===== src/rtl/mft_pkg.sv =====
// Constants, register map and field layout for the dual multifunction timer
package mft_pkg;

  // ******************************************************************
  // Geometry
  // ******************************************************************
  localparam int NUM_TIMERS = 2;
  localparam int PINS_PER_TIMER = 3;
  localparam int PIN_CAP1 = 0;
  localparam int PIN_CAP2 = 1;
  localparam int PIN_ECLK = 2;
  localparam int TIMER_SEL_BIT = 4;
  localparam int SHARED_SEL_BIT = 5;

  // ******************************************************************
  // Register offsets inside one timer (timer 0 at 0x00, timer 1 at 0x10)
  // ******************************************************************
  localparam logic [3:0] REG_CNT_LO = 4'h0;
  localparam logic [3:0] REG_CNT_HI = 4'h1;
  localparam logic [3:0] REG_CAP1_LO = 4'h2;
  localparam logic [3:0] REG_CAP1_HI = 4'h3;
  localparam logic [3:0] REG_CMP1_LO = 4'h4;
  localparam logic [3:0] REG_CMP1_HI = 4'h5;
  localparam logic [3:0] REG_PER_LO = 4'h6;
  localparam logic [3:0] REG_PER_HI = 4'h7;
  localparam logic [3:0] REG_CFG1_LO = 4'h8;
  localparam logic [3:0] REG_CFG1_HI = 4'h9;
  localparam logic [3:0] REG_CFG2_LO = 4'ha;
  localparam logic [3:0] REG_CFG2_HI = 4'hb;
  localparam logic [5:0] ADDR_CTRL = 6'h20;

  // ******************************************************************
  // Field positions
  // ******************************************************************
  // timer_config_1 low byte: flags [3:0], enables [7:4]
  localparam int FLAG_CMP1 = 0;
  localparam int FLAG_CAP1 = 1;
  localparam int FLAG_CAP2 = 2;
  localparam int FLAG_OVF = 3;
  localparam int IE_LSB = 4;
  // timer_config_2 low byte: edge selects and prescale_select
  localparam int EDGE1_LSB = 0;
  localparam int EDGE2_LSB = 2;
  localparam int PS_LSB = 4;
  localparam int EDGE_RISE_BIT = 0;
  localparam int EDGE_FALL_BIT = 1;
  // timer_config_2 high byte
  localparam int FORCE_HIGH_BIT = 0;
  localparam int FORCE_LOW_BIT = 1;
  localparam int TIE_BIT = 2;

  // ******************************************************************
  // Reset values and counts
  // ******************************************************************
  localparam logic [7:0] BYTE_RESET = 8'h00;
  localparam logic [15:0] WORD_RESET = 16'h0000;
  localparam logic [14:0] PS_RESET = 15'h0000;
  localparam logic [15:0] CNT_MAX = 16'hffff;
  localparam logic [15:0] CNT_ONE = 16'h0001;
  localparam logic [14:0] PS_ONES = 15'h7fff;

  // timer_config_1 high byte
  typedef struct packed {
    logic timer_en;
    logic reset_on_cap1;
    logic ext_clk_fall;
    logic cap1_en;
    logic cap2_en;
    logic ext_clk_en;
    logic output_enable;
    logic capture_mode;
  } cfg1_ctl_t;

endpackage


===== src/rtl/multifunction_timer.sv =====
// Two independent 16-bit multifunction timers with PWM, capture and compare
// What this block does
// - Two identical timers, each with two capture pins, clock pin, one output.
// - 16-bit up-counter advanced via 15-bit prescaler, system or synced ext clock.
// - Counter never written directly; counter_clear_bit write clears it to zero.
// - Pin direction overrides timer; software sets pin directions to match.
// - PWM period from period_capture_reg_2, high time from compare_reg_1.
// - PWM: counter at compare minus one drops output next edge, count continues.
// - PWM: counter at period minus one clears; output high, or low if compare zero.
// - Compare zero holds output low; compare equal period holds it high.
// - New PWM compare and period take effect only when the counter resets.
// - PWM interrupts on output set and clear; 0%/100% interrupt on every reset.
// - PWM: enabled capture input 1 copies counter into capture_reg_1.
// - Timer mode is PWM mode with output_enable cleared.
// - Capture inputs enabled in config 1; edge rise, fall or both in config 2.
// - Capture trigger copies counter into capture_reg_1 or period_capture_reg_2.
// - Reset-on-capture-1 stores pre-reset count, then zeroes counter; may interrupt.
// - tie_capture_inputs drives capture input 2 internally from capture input 1.
// - Capture mode interrupts for each capture event and overflow, each enabled.
// - Capture mode: counter at compare minus one toggles output next count.
// - With output_enable, force_output_high/low writes drive output high/low.
// - Overflow flag sets when counter wraps from maximum to zero.
// - Low compare byte write only stores; high byte write loads 16-bit value.
// - 4-bit prescale_select divides by two to the power of its value.
// - Low counter byte read returns low bits and latches high byte.
//
// Our own choices: the address map and strobed register access.
`timescale 1ns/1ps

module multifunction_timer
(
  input wire logic core_clk_i,
  input wire logic reset_i,
  input wire logic ce_i,
  input wire logic [5:0] addr_i,
  input wire logic [7:0] wdata_i,
  input wire logic wr_i,
  input wire logic rd_i,
  input wire logic [1:0] capture_in_1_i,
  input wire logic [1:0] capture_in_2_i,
  input wire logic [1:0] ext_event_clock_i,
  output logic [7:0] rdata_o,
  output logic [1:0] timer_output_o,
  output logic [1:0] timer_output_oe_o,
  output logic [1:0] irq_o
);

  // ******************************************************************
  // Helpers
  // ******************************************************************
  // Register decode within one timer's window
  function automatic logic reg_hit(input logic [5:0] a, input int t,
                                   input logic [3:0] r);
    return (a[mft_pkg::SHARED_SEL_BIT] == 1'b0) &&
           (a[mft_pkg::TIMER_SEL_BIT] == t[0]) && (a[3:0] == r);
  endfunction

  // Edge match against a two-bit rise/fall select
  function automatic logic edge_hit(input logic cur, input logic prev,
                                    input logic [1:0] sel);
    return (sel[mft_pkg::EDGE_RISE_BIT] && cur && !prev) ||
           (sel[mft_pkg::EDGE_FALL_BIT] && !cur && prev);
  endfunction

  // Prescaler terminal count for divisor two to the power of sel
  function automatic logic pre_hit(input logic [14:0] ps, input logic [3:0] sel);
    logic [14:0] m;
    m = ~(mft_pkg::PS_ONES << sel);
    return (ps & m) == m;
  endfunction

  // ******************************************************************
  // State
  // ******************************************************************
  mft_pkg::cfg1_ctl_t ctl_r [mft_pkg::NUM_TIMERS];
  logic [7:0] flags_r [mft_pkg::NUM_TIMERS];
  logic [7:0] cfg2_r [mft_pkg::NUM_TIMERS];
  logic [1:0] tie_r;
  logic [15:0] cmp_wr_r [mft_pkg::NUM_TIMERS];
  logic [15:0] cmp_ld_r [mft_pkg::NUM_TIMERS];
  logic [15:0] cmp_act_r [mft_pkg::NUM_TIMERS];
  logic [15:0] per_wr_r [mft_pkg::NUM_TIMERS];
  logic [15:0] per_ld_r [mft_pkg::NUM_TIMERS];
  logic [15:0] per_act_r [mft_pkg::NUM_TIMERS];
  logic [15:0] cnt_r [mft_pkg::NUM_TIMERS];
  logic [15:0] cap1_r [mft_pkg::NUM_TIMERS];
  logic [15:0] cap2_r [mft_pkg::NUM_TIMERS];
  logic [7:0] cnt_hl_r [mft_pkg::NUM_TIMERS];
  logic [7:0] cap1_hl_r [mft_pkg::NUM_TIMERS];
  logic [7:0] cap2_hl_r [mft_pkg::NUM_TIMERS];
  logic [14:0] ps_r [mft_pkg::NUM_TIMERS];
  logic [5:0] pin_s1_r;
  logic [5:0] pin_s2_r;
  logic [5:0] pin_d_r;
  logic [1:0] out_r;
  logic [1:0] irq_r;
  logic [7:0] rdata_r;

  logic [1:0] tick;
  logic [1:0] cap1_ev;
  logic [1:0] cap2_ev;
  logic [1:0] clr_wr;
  logic [1:0] zero_ev;
  logic [1:0] pwm_wrap;
  logic [1:0] pwm_fall;
  logic [1:0] cmp_hit;
  logic [1:0] ovf_ev;
  logic [1:0] force_hi;
  logic [1:0] force_lo;
  logic [7:0] rdata_nxt;

  // ******************************************************************
  // Pin synchronisers
  // ******************************************************************
  // Two stages ahead of any logic; third stage only keeps history for edges
  always_ff @(posedge core_clk_i or posedge reset_i)
  begin
    if (reset_i)
    begin
      pin_s1_r <= 6'h00;
      pin_s2_r <= 6'h00;
      pin_d_r <= 6'h00;
    end
    else if (ce_i)
    begin
      for (int i = 0; i < mft_pkg::NUM_TIMERS; i++)
      begin
        pin_s1_r[i*3+mft_pkg::PIN_CAP1] <= capture_in_1_i[i];
        pin_s1_r[i*3+mft_pkg::PIN_CAP2] <= capture_in_2_i[i];
        pin_s1_r[i*3+mft_pkg::PIN_ECLK] <= ext_event_clock_i[i];
      end
      pin_s2_r <= pin_s1_r;
      pin_d_r <= pin_s2_r;
    end
  end

  // ******************************************************************
  // Event decode
  // ******************************************************************
  // All per-timer strobes for this cycle; clear and wrap priority is resolved here, forcing in the output block
  always_comb
  begin
    for (int i = 0; i < mft_pkg::NUM_TIMERS; i++)
    begin
      logic src;
      logic c1;
      logic c1d;
      logic c2;
      logic c2d;
      logic ek;
      logic ekd;
      logic busy;
      c1 = pin_s2_r[i*3+mft_pkg::PIN_CAP1];
      c1d = pin_d_r[i*3+mft_pkg::PIN_CAP1];
      c2 = tie_r[i] ? c1 : pin_s2_r[i*3+mft_pkg::PIN_CAP2];
      c2d = tie_r[i] ? c1d : pin_d_r[i*3+mft_pkg::PIN_CAP2];
      ek = pin_s2_r[i*3+mft_pkg::PIN_ECLK];
      ekd = pin_d_r[i*3+mft_pkg::PIN_ECLK];
      // External clock edge selected by ext_clk_fall
      src = ctl_r[i].ext_clk_en ?
            edge_hit(ek, ekd, ctl_r[i].ext_clk_fall ? 2'b10 : 2'b01) : 1'b1;
      tick[i] = ctl_r[i].timer_en && src &&
                pre_hit(ps_r[i], cfg2_r[i][mft_pkg::PS_LSB +: 4]);
      cap1_ev[i] = ctl_r[i].cap1_en &&
                   edge_hit(c1, c1d, cfg2_r[i][mft_pkg::EDGE1_LSB +: 2]);
      cap2_ev[i] = ctl_r[i].capture_mode && ctl_r[i].cap2_en &&
                   edge_hit(c2, c2d, cfg2_r[i][mft_pkg::EDGE2_LSB +: 2]);
      clr_wr[i] = wr_i && (addr_i == mft_pkg::ADDR_CTRL) && wdata_i[i];
      busy = clr_wr[i] || (cap1_ev[i] && ctl_r[i].reset_on_cap1);
      pwm_wrap[i] = !busy && tick[i] && !ctl_r[i].capture_mode &&
                    (cnt_r[i] == per_act_r[i] - mft_pkg::CNT_ONE);
      pwm_fall[i] = !busy && tick[i] && !ctl_r[i].capture_mode && !pwm_wrap[i] &&
                    (cmp_act_r[i] != mft_pkg::WORD_RESET) &&
                    (cnt_r[i] == cmp_act_r[i] - mft_pkg::CNT_ONE);
      cmp_hit[i] = !busy && tick[i] && ctl_r[i].capture_mode &&
                   (cnt_r[i] == cmp_ld_r[i] - mft_pkg::CNT_ONE);
      ovf_ev[i] = !busy && tick[i] && (cnt_r[i] == mft_pkg::CNT_MAX);
      zero_ev[i] = busy || pwm_wrap[i];
      force_hi[i] = wr_i && reg_hit(addr_i, i, mft_pkg::REG_CFG2_HI) &&
                    wdata_i[mft_pkg::FORCE_HIGH_BIT] && ctl_r[i].output_enable;
      force_lo[i] = wr_i && reg_hit(addr_i, i, mft_pkg::REG_CFG2_HI) &&
                    wdata_i[mft_pkg::FORCE_LOW_BIT] && ctl_r[i].output_enable;
    end
  end

  // ******************************************************************
  // Configuration and compare/period write path
  // ******************************************************************
  // Low bytes are parked; the high byte write loads the 16-bit value
  always_ff @(posedge core_clk_i or posedge reset_i)
  begin
    if (reset_i)
    begin
      tie_r <= 2'b00;
      for (int i = 0; i < mft_pkg::NUM_TIMERS; i++)
      begin
        ctl_r[i] <= mft_pkg::cfg1_ctl_t'(mft_pkg::BYTE_RESET);
        cfg2_r[i] <= mft_pkg::BYTE_RESET;
        cmp_wr_r[i] <= mft_pkg::WORD_RESET;
        cmp_ld_r[i] <= mft_pkg::WORD_RESET;
        per_wr_r[i] <= mft_pkg::WORD_RESET;
        per_ld_r[i] <= mft_pkg::WORD_RESET;
      end
    end
    else if (ce_i && wr_i)
    begin
      for (int i = 0; i < mft_pkg::NUM_TIMERS; i++)
      begin
        if (reg_hit(addr_i, i, mft_pkg::REG_CFG1_HI))
          ctl_r[i] <= mft_pkg::cfg1_ctl_t'(wdata_i);
        if (reg_hit(addr_i, i, mft_pkg::REG_CFG2_LO))
          cfg2_r[i] <= wdata_i;
        if (reg_hit(addr_i, i, mft_pkg::REG_CFG2_HI))
          tie_r[i] <= wdata_i[mft_pkg::TIE_BIT];
        if (reg_hit(addr_i, i, mft_pkg::REG_CMP1_LO))
          cmp_wr_r[i][7:0] <= wdata_i;
        if (reg_hit(addr_i, i, mft_pkg::REG_CMP1_HI))
        begin
          cmp_wr_r[i][15:8] <= wdata_i;
          cmp_ld_r[i] <= {wdata_i, cmp_wr_r[i][7:0]};
        end
        // Period is read-only while capturing
        if (reg_hit(addr_i, i, mft_pkg::REG_PER_LO) && !ctl_r[i].capture_mode)
          per_wr_r[i][7:0] <= wdata_i;
        if (reg_hit(addr_i, i, mft_pkg::REG_PER_HI) && !ctl_r[i].capture_mode)
        begin
          per_wr_r[i][15:8] <= wdata_i;
          per_ld_r[i] <= {wdata_i, per_wr_r[i][7:0]};
        end
      end
    end
  end

  // ******************************************************************
  // Prescaler
  // ******************************************************************
  // Held at zero while the timer is off so a restart is deterministic
  always_ff @(posedge core_clk_i or posedge reset_i)
  begin
    if (reset_i)
    begin
      for (int i = 0; i < mft_pkg::NUM_TIMERS; i++)
        ps_r[i] <= mft_pkg::PS_RESET;
    end
    else if (ce_i)
    begin
      for (int i = 0; i < mft_pkg::NUM_TIMERS; i++)
      begin
        if (!ctl_r[i].timer_en)
          ps_r[i] <= mft_pkg::PS_RESET;
        else if (!ctl_r[i].ext_clk_en ||
                 edge_hit(pin_s2_r[i*3+mft_pkg::PIN_ECLK], pin_d_r[i*3+mft_pkg::PIN_ECLK],
                          ctl_r[i].ext_clk_fall ? 2'b10 : 2'b01))
          ps_r[i] <= ps_r[i] + 15'h0001;
      end
    end
  end

  // ******************************************************************
  // Counter, active PWM values and captures
  // ******************************************************************
  // Shadows move to active only at a counter reset, so no mid-cycle glitch
  always_ff @(posedge core_clk_i or posedge reset_i)
  begin
    if (reset_i)
    begin
      for (int i = 0; i < mft_pkg::NUM_TIMERS; i++)
      begin
        cnt_r[i] <= mft_pkg::WORD_RESET;
        cmp_act_r[i] <= mft_pkg::WORD_RESET;
        per_act_r[i] <= mft_pkg::WORD_RESET;
        cap1_r[i] <= mft_pkg::WORD_RESET;
        cap2_r[i] <= mft_pkg::WORD_RESET;
      end
    end
    else if (ce_i)
    begin
      for (int i = 0; i < mft_pkg::NUM_TIMERS; i++)
      begin
        if (zero_ev[i])
          cnt_r[i] <= mft_pkg::WORD_RESET;
        else if (tick[i])
          cnt_r[i] <= cnt_r[i] + mft_pkg::CNT_ONE;
        if (zero_ev[i])
        begin
          cmp_act_r[i] <= cmp_ld_r[i];
          per_act_r[i] <= per_ld_r[i];
        end
        if (cap1_ev[i])
          cap1_r[i] <= cnt_r[i];
        if (cap2_ev[i])
          cap2_r[i] <= cnt_r[i];
      end
    end
  end

  // ******************************************************************
  // Timer output
  // ******************************************************************
  // Software forcing beats the waveform in the same cycle
  always_ff @(posedge core_clk_i or posedge reset_i)
  begin
    if (reset_i)
      out_r <= 2'b00;
    else if (ce_i)
    begin
      for (int i = 0; i < mft_pkg::NUM_TIMERS; i++)
      begin
        if (force_hi[i])
          out_r[i] <= 1'b1;
        else if (force_lo[i])
          out_r[i] <= 1'b0;
        else if (!ctl_r[i].capture_mode && zero_ev[i])
          out_r[i] <= (cmp_ld_r[i] != mft_pkg::WORD_RESET);
        else if (pwm_fall[i])
          out_r[i] <= 1'b0;
        else if (cmp_hit[i])
          out_r[i] <= ~out_r[i];
      end
    end
  end

  // ******************************************************************
  // Interrupt flags and enables
  // ******************************************************************
  // Writing a zero clears a flag, but a same-cycle event keeps it set
  always_ff @(posedge core_clk_i or posedge reset_i)
  begin
    if (reset_i)
    begin
      irq_r <= 2'b00;
      for (int i = 0; i < mft_pkg::NUM_TIMERS; i++)
        flags_r[i] <= mft_pkg::BYTE_RESET;
    end
    else if (ce_i)
    begin
      for (int i = 0; i < mft_pkg::NUM_TIMERS; i++)
      begin
        logic [3:0] set;
        logic [7:0] cur;
        logic pwm_edge;
        // Every PWM reset is an output-set event, or the 0%/100% reset tick
        pwm_edge = !ctl_r[i].capture_mode && zero_ev[i];
        set = 4'h0;
        set[mft_pkg::FLAG_CMP1] = pwm_edge || cmp_hit[i];
        set[mft_pkg::FLAG_CAP1] = cap1_ev[i];
        set[mft_pkg::FLAG_CAP2] = cap2_ev[i] || pwm_fall[i];
        set[mft_pkg::FLAG_OVF] = ovf_ev[i];
        cur = flags_r[i];
        if (wr_i && reg_hit(addr_i, i, mft_pkg::REG_CFG1_LO))
          cur = {wdata_i[7:4], cur[3:0] & wdata_i[3:0]};
        flags_r[i] <= {cur[7:4], cur[3:0] | set};
        irq_r[i] <= |(flags_r[i][3:0] & flags_r[i][7:mft_pkg::IE_LSB]);
      end
    end
  end

  // ******************************************************************
  // Read path
  // ******************************************************************
  // Unmapped and write-only locations read zero
  always_comb
  begin
    rdata_nxt = mft_pkg::BYTE_RESET;
    for (int i = 0; i < mft_pkg::NUM_TIMERS; i++)
    begin
      if (reg_hit(addr_i, i, mft_pkg::REG_CNT_LO))
        rdata_nxt = cnt_r[i][7:0];
      if (reg_hit(addr_i, i, mft_pkg::REG_CNT_HI))
        rdata_nxt = cnt_hl_r[i];
      if (reg_hit(addr_i, i, mft_pkg::REG_CAP1_LO))
        rdata_nxt = cap1_r[i][7:0];
      if (reg_hit(addr_i, i, mft_pkg::REG_CAP1_HI))
        rdata_nxt = cap1_hl_r[i];
      if (reg_hit(addr_i, i, mft_pkg::REG_CMP1_LO))
        rdata_nxt = cmp_wr_r[i][7:0];
      if (reg_hit(addr_i, i, mft_pkg::REG_CMP1_HI))
        rdata_nxt = cmp_wr_r[i][15:8];
      if (reg_hit(addr_i, i, mft_pkg::REG_PER_LO))
        rdata_nxt = ctl_r[i].capture_mode ? cap2_r[i][7:0] : per_wr_r[i][7:0];
      if (reg_hit(addr_i, i, mft_pkg::REG_PER_HI))
        rdata_nxt = ctl_r[i].capture_mode ? cap2_hl_r[i] : per_wr_r[i][15:8];
      if (reg_hit(addr_i, i, mft_pkg::REG_CFG1_LO))
        rdata_nxt = flags_r[i];
      if (reg_hit(addr_i, i, mft_pkg::REG_CFG1_HI))
        rdata_nxt = ctl_r[i];
      if (reg_hit(addr_i, i, mft_pkg::REG_CFG2_LO))
        rdata_nxt = cfg2_r[i];
      if (reg_hit(addr_i, i, mft_pkg::REG_CFG2_HI))
        rdata_nxt = {5'h00, tie_r[i], 2'b00}; // Force bits always read zero
    end
  end

  // Data stands only in the cycle after the read strobe
  always_ff @(posedge core_clk_i or posedge reset_i)
  begin
    if (reset_i)
      rdata_r <= mft_pkg::BYTE_RESET;
    else if (ce_i)
      rdata_r <= rd_i ? rdata_nxt : mft_pkg::BYTE_RESET;
  end

  // High-byte latches so a later high read pairs with the low read
  always_ff @(posedge core_clk_i or posedge reset_i)
  begin
    if (reset_i)
    begin
      for (int i = 0; i < mft_pkg::NUM_TIMERS; i++)
      begin
        cnt_hl_r[i] <= mft_pkg::BYTE_RESET;
        cap1_hl_r[i] <= mft_pkg::BYTE_RESET;
        cap2_hl_r[i] <= mft_pkg::BYTE_RESET;
      end
    end
    else if (ce_i && rd_i)
    begin
      for (int i = 0; i < mft_pkg::NUM_TIMERS; i++)
      begin
        if (reg_hit(addr_i, i, mft_pkg::REG_CNT_LO))
          cnt_hl_r[i] <= cnt_r[i][15:8];
        if (reg_hit(addr_i, i, mft_pkg::REG_CAP1_LO))
          cap1_hl_r[i] <= cap1_r[i][15:8];
        if (reg_hit(addr_i, i, mft_pkg::REG_PER_LO) && ctl_r[i].capture_mode)
          cap2_hl_r[i] <= cap2_r[i][15:8];
      end
    end
  end

  // ******************************************************************
  // Outputs
  // ******************************************************************
  // Pad drive follows output_enable; port direction still rules outside
  always_comb
  begin
    for (int i = 0; i < mft_pkg::NUM_TIMERS; i++)
      timer_output_oe_o[i] = ctl_r[i].output_enable;
  end

  assign timer_output_o = out_r;
  assign irq_o = irq_r;
  assign rdata_o = rdata_r;

endmodule


===== config.mk =====
export PLATFORM = sky130hd
export DESIGN_NAME = multifunction_timer
export DESIGN_NICKNAME = d
export VERILOG_FILES = /design/src/rtl/mft_pkg.sv /design/src/rtl/multifunction_timer.sv
export SDC_FILE = /design/constraint.sdc
export NUM_CORES = 1
export LEC_CHECK = 0
export CORE_ASPECT_RATIO = 0.8
export CORE_MARGIN = 10
export CORE_UTILIZATION = 45
export CTS_BUF_LIST = sky130_fd_sc_hd__clkbuf_8
export DETAILED_ROUTE_END_ITERATION = 8
export DONT_BUFFER_PORTS = 1
export HOLD_SLACK_MARGIN = 0.02
export PLACE_DENSITY = 0.59
export SETUP_SLACK_MARGIN = 0.4
export SLEW_MARGIN = 20
export SYNTH_ARGS = -nofsm -noshare
export SYNTH_HDL_FRONTEND = slang
export SYNTH_SLANG_ARGS = --single-unit
export TNS_END_PERCENT = 20

===== constraint.sdc =====
create_clock -name core_clk_i -period 26.5 [get_ports core_clk_i]
set_input_delay 5.3 -clock core_clk_i [delete_from_list [all_inputs] [get_ports core_clk_i]]
set_output_delay 5.3 -clock core_clk_i [all_outputs]
set_load 0.01 [all_outputs]

==> impl_metrics.py <==
metrics = {
    "flow_run": {
        "maximum_capacitance_violations": 0,
    },
    "synth": {
        "syn_nets": 2267,
        "yosys.cell_types.count": 83,
        "synthesis.area_um2": 22600,
        "synth_area_per_cell_um2": 10.1,
        "async_flop_share_pct": 100,
        "synth.ff_latch_count": 414,
        "synth_cells": 2230,
        "yosys_warnings": 0,
        "synth_ff_type": "sky130_fd_sc_hd__dfrtp_1",
        "synth_enable_flop_cells": 0,
        "synth_sequential_area_ratio_pct": 45.8,
    },
    "cells_and_area": {
        "final_layout_size_suffix_gt1_share_pct": 20.4,
        "final_core_utilization_pct": 49.6,
        "ff_latch_area_um2": 10400,
        "multi_input_comb_area_um2": 11500,
        "fin_area_um2": 24600,
        "flow.area_growth_from_synthesis_pct": 8.95,
        "insertedDiodeCount": 0,
        "layout.filler_cells": 4524,
        "final_net_count": 2222,
    },
    "power": {
        "switching_share_pct": 30.6,
        "p_comb_share_pct": 17.2,
        "internal_power_mw": 1.13,
        "part_of_the_total_power_dissipated_in_sequential_elements_pct": 45.8,
        "p_leak_nw": 11.1,
        "switchingPower_mw": 0.498,
        "pwr-share-clk_pct": 37.0,
        "power.density_cell_area_nw_per_um2": 66.0,
        "vdd.ir_drop.worst_uv": 37.8,
    },
    "worst_setup_path": {
        "timing.critical_path.from": "addr_i[1]",
        "rr_startpoint": "per_act_r[0]",
        "timing.critical_path.fanout_max": 83,
        "timing.critical_path.required_ns": 27.04,
        "critPathKind": "input pin to flip-flop",
        "worstSetupStartpointType": "input pin",
        "arrival_ns": 8.05,
        "endpoint_kind": "flip-flop",
    },
    "placement": {
        "finalWeightedCongestion": 0.938,
        "port_buffers": 0,
        "dpl_cell_area_um2": 23100,
        "dpl.hpwl_um": 48900,
    },
    "routing": {
        "average_detailed_routed_wire_length_per_instance_um": 24.2,
        "drtIter0Drc": 1790,
        "route.detailed.vias_per_inst": 6.09,
        "drt_wl_total_um": 70500,
        "final_antenna_net_count": 0,
        "route.vias.total": 17729,
        "first_pass_iters": 5,
        "detail_route.drc_violations": 0,
    },
    "floorplan": {
        "placementRows": 73,
        "die_area_um2": 59600,
        "initial_utilization_pct": 45.5,
        "die_width_um": 271,
        "coreArea_um2": 49700,
        "design.portCount": 39,
        "chipHeight_um": 220,
    },
    "clock_tree": {
        "hold_buffers": 0,
        "htreeDepth": 3,
        "ctsResizeCount": 0,
        "tritoncts": "built",
        "clk-insertion-delay-late_ns": 0.67,
        "root_buffer": "sky130_fd_sc_hd__clkbuf_8",
        "tritoncts.num_buffers": 71,
        "cts_setup_buffers": 0,
        "cts.reportedPaths.clkPinSlew_ns": 0.06,
        "clk_path_buf_depth": 3,
        "cts_sinks": 414,
    },
    "sta": {
        "final_min_period_over_clock_period_pct": 28.3,
        "final.setup.tns_ns": 0,
        "post-route-min-period_ns": 7.51,
        "timing.final.hold_violations": 0,
        "timing.max_slew.rel_slack_pct": 23.7,
        "clock_skew_ns": 0.0379,
        "rsz0062_at_grt": "false",
        "tightestPinTransition_ns": 1.14,
        "final-setup-viol-count": 0,
        "max_freq_ghz": 0.133,
        "slew_viol_final": 0,
    },
    "global_route": {
        "first_global_vias": 16862,
        "global_route_wire_length_before_repair_um": 107000,
        "grt_start_max_net_pins": 122,
        "grt-ovfl-total": 0,
        "grt_antenna_before_repair": 1,
        "grt_util_all_layers_pct": 23.4,
    },
    "run_status": {
        "run_status": "completed",
    },
    "worst_hold_path": {
        "holdCritPathClass": "flip-flop to flip-flop",
        "hold_start": "per_ld_r[23]",
    },
}
-- stage by stage --
| stage | setup slack [ns] | std cells | hold slack, ns | power (mW) |
|---|---|---|---|---|
| finish | 18.99 | 2912 | 0.477 | 1.62 |
| CTS | 18.91 | 2911 | 0.475 | 1.63 |
| detailed placement | 18.20 | 2786 | 0.464 | 1.03 |
| global route | 18.83 | 2912 | 0.496 | 1.70 |
| floorplan | 9.68 | 2230 | 0.435 | 0.943 |
| global placement | 18.39 | 2786 | 0.466 | 1.02 |
-- flip-flops by register name, indices dropped and copies added, names as in the netlist, 30 cells and up --
register	count
cap2_r	32
cmp_wr_r	32
per_wr_r	32
cap1_r	32
cmp_act_r	32
ps_r	30
per_act_r	32
cnt_r	32
-- kinds of logic (layout without fill, tap and decap cells) --
kind of cell	count (synthesis)	after routing	share of synthesized area, %
adder cells (fa/ha/maj)	12	12	0.664
multiplexers	347	347	17.2
buffers and inverters	205	212	3.67
AO/OA/AOI/OAI	404	404	11.4
flip-flops	414	414	45.8
AND/OR/NAND/NOR	695	695	15.3
XOR/XNOR	153	153	5.93
-- power by group through the flow --
stage               sequential (mW)  clock, mW  combinational (mW)
floorplan                     0.721          0               0.222
global placement              0.751          0               0.268
detailed placement            0.752          0               0.275
CTS                           0.741      0.613               0.276
global route                  0.749      0.644               0.308
finish                        0.743      0.601               0.280
-- worst paths after layout --
| kind | end | slack (ns) | depth (start not counted) |
|---|---|---|---|
| max | timer_output_o[1] | 18.99 | 9 |
| min | per_act_r[23] | 0.48 | 2 |
| max reg2reg | per_act_r[9] | 22.36 | 11 |
| min reg2reg | per_act_r[23] | 0.48 | 2 |
| max in group asynchronous | cmp_ld_r[4] | 19.50 | 3 |
| min in group asynchronous | ps_r[24] | 4.69 | 1 |
-- worst max-delay path, stage by stage --
cell and delay, ns:
sky130_fd_sc_hd__nor2_1 0.15, sky130_fd_sc_hd__nand4b_1 0.12, sky130_fd_sc_hd__nor3_1 0.08, sky130_fd_sc_hd__a32oi_1 0.78
sky130_fd_sc_hd__o211ai_1 0.19, sky130_fd_sc_hd__a2111oi_0 0.69, sky130_fd_sc_hd__nor4_1 0.12, sky130_fd_sc_hd__a221o_1 0.28
sky130_fd_sc_hd__mux2_2 0.26
-- cell type report --
class / count / share of cell area [%]
Multi-Input combinational cell: 1611 / 46.5
Sequential cell: 414 / 42.1
Clock buffer: 95 / 5.31
Tap cell: 675 / 3.43
Timing Repair Buffer: 35 / 1.16
Inverter: 52 / 0.823
Clock inverter: 30 / 0.681
-- routing by layer --
layer | vias up | share of wire [%] | track usage, %
li1 | 7940 | - | -
met3 | 83 | 9.6 | 6.73
met5 | - | 0 | 0
met4 | 0 | 1.5 | 4.96
met1 | 8982 | 49 | 35.5
met2 | 724 | 40 | 32.2
-- cell usage after synthesis (5+ instances only) --
master	number	area share (%)
sky130_fd_sc_hd__dfrtp_1	414	46
sky130_fd_sc_hd__mux2_2	279	14
sky130_fd_sc_hd__nand2_1	222	3.7
sky130_fd_sc_hd__nor2_1	153	2.5
sky130_fd_sc_hd__o21ai_0	147	3.3
sky130_fd_sc_hd__clkbuf_1	119	2.0
sky130_fd_sc_hd__xnor2_1	85	3.3
sky130_fd_sc_hd__xor2_1	68	2.6
sky130_fd_sc_hd__nand3_1	66	1.5
sky130_fd_sc_hd__a21oi_1	65	1.4
sky130_fd_sc_hd__mux2i_1	63	2.8
sky130_fd_sc_hd__inv_1	51	0.85
sky130_fd_sc_hd__nor3_1	46	1.0
sky130_fd_sc_hd__or3_1	32	0.89
sky130_fd_sc_hd__nand4_1	23	0.64
sky130_fd_sc_hd__a31oi_1	22	0.61
sky130_fd_sc_hd__and3_1	22	0.61
sky130_fd_sc_hd__nor4_1	20	0.55
sky130_fd_sc_hd__a22oi_1	19	0.63
sky130_fd_sc_hd__o211ai_1	17	0.56
sky130_fd_sc_hd__o22ai_1	16	0.44
sky130_fd_sc_hd__nand2b_1	15	0.42
sky130_fd_sc_hd__buf_1	14	0.23
sky130_fd_sc_hd__o221ai_1	14	0.54
sky130_fd_sc_hd__a211oi_1	13	0.43
sky130_fd_sc_hd__nor2b_1	13	0.36
sky130_fd_sc_hd__ha_1	12	0.66
sky130_fd_sc_hd__nand3b_1	12	0.40
sky130_fd_sc_hd__and2_1	11	0.30
sky130_fd_sc_hd__buf_2	11	0.24
sky130_fd_sc_hd__o31ai_1	9	0.30
sky130_fd_sc_hd__or4_1	8	0.27
sky130_fd_sc_hd__a221oi_1	7	0.27
sky130_fd_sc_hd__or2_2	7	0.19
sky130_fd_sc_hd__nor3b_1	6	0.20
sky130_fd_sc_hd__o2bb2ai_1	6	0.23
sky130_fd_sc_hd__and4_1	5	0.19
sky130_fd_sc_hd__mux4_2	5	0.50
sky130_fd_sc_hd__nand4b_1	5	0.19
sky130_fd_sc_hd__nor4b_1	5	0.19
sky130_fd_sc_hd__o21a_1	5	0.17
-- cells in the final DEF (no fill, tap or decap), types with 7 or more instances in the layout --
master	netlist	routed
sky130_fd_sc_hd__and2_1	11	11
sky130_fd_sc_hd__nor2b_1	13	13
sky130_fd_sc_hd__inv_1	51	66
sky130_fd_sc_hd__nand2b_1	15	15
sky130_fd_sc_hd__a211oi_1	13	13
sky130_fd_sc_hd__dfrtp_1	414	414
sky130_fd_sc_hd__nand4_1	23	23
sky130_fd_sc_hd__o22ai_1	16	16
sky130_fd_sc_hd__o21ai_0	147	147
sky130_fd_sc_hd__buf_4	4	33
sky130_fd_sc_hd__ha_1	12	12
sky130_fd_sc_hd__or3_1	32	32
sky130_fd_sc_hd__o31ai_1	9	9
sky130_fd_sc_hd__mux2i_1	63	63
sky130_fd_sc_hd__o221ai_1	14	14
sky130_fd_sc_hd__xnor2_1	85	85
sky130_fd_sc_hd__nor4_1	20	20
sky130_fd_sc_hd__a221oi_1	7	7
sky130_fd_sc_hd__a31oi_1	22	22
sky130_fd_sc_hd__o211ai_1	17	17
sky130_fd_sc_hd__clkbuf_8	0	95
sky130_fd_sc_hd__nor2_1	153	153
sky130_fd_sc_hd__nand2_1	222	222
sky130_fd_sc_hd__nand3b_1	12	12
sky130_fd_sc_hd__a22oi_1	19	19
sky130_fd_sc_hd__or2_2	7	7
sky130_fd_sc_hd__nand3_1	66	66
sky130_fd_sc_hd__clkinv_2	0	8
sky130_fd_sc_hd__xor2_1	68	68
sky130_fd_sc_hd__or4_1	8	8
sky130_fd_sc_hd__a21oi_1	65	64
sky130_fd_sc_hd__nor3_1	46	42
sky130_fd_sc_hd__and3_1	22	22
sky130_fd_sc_hd__mux2_2	279	279
No activity file was read; power rests on OpenSTA's default activity.
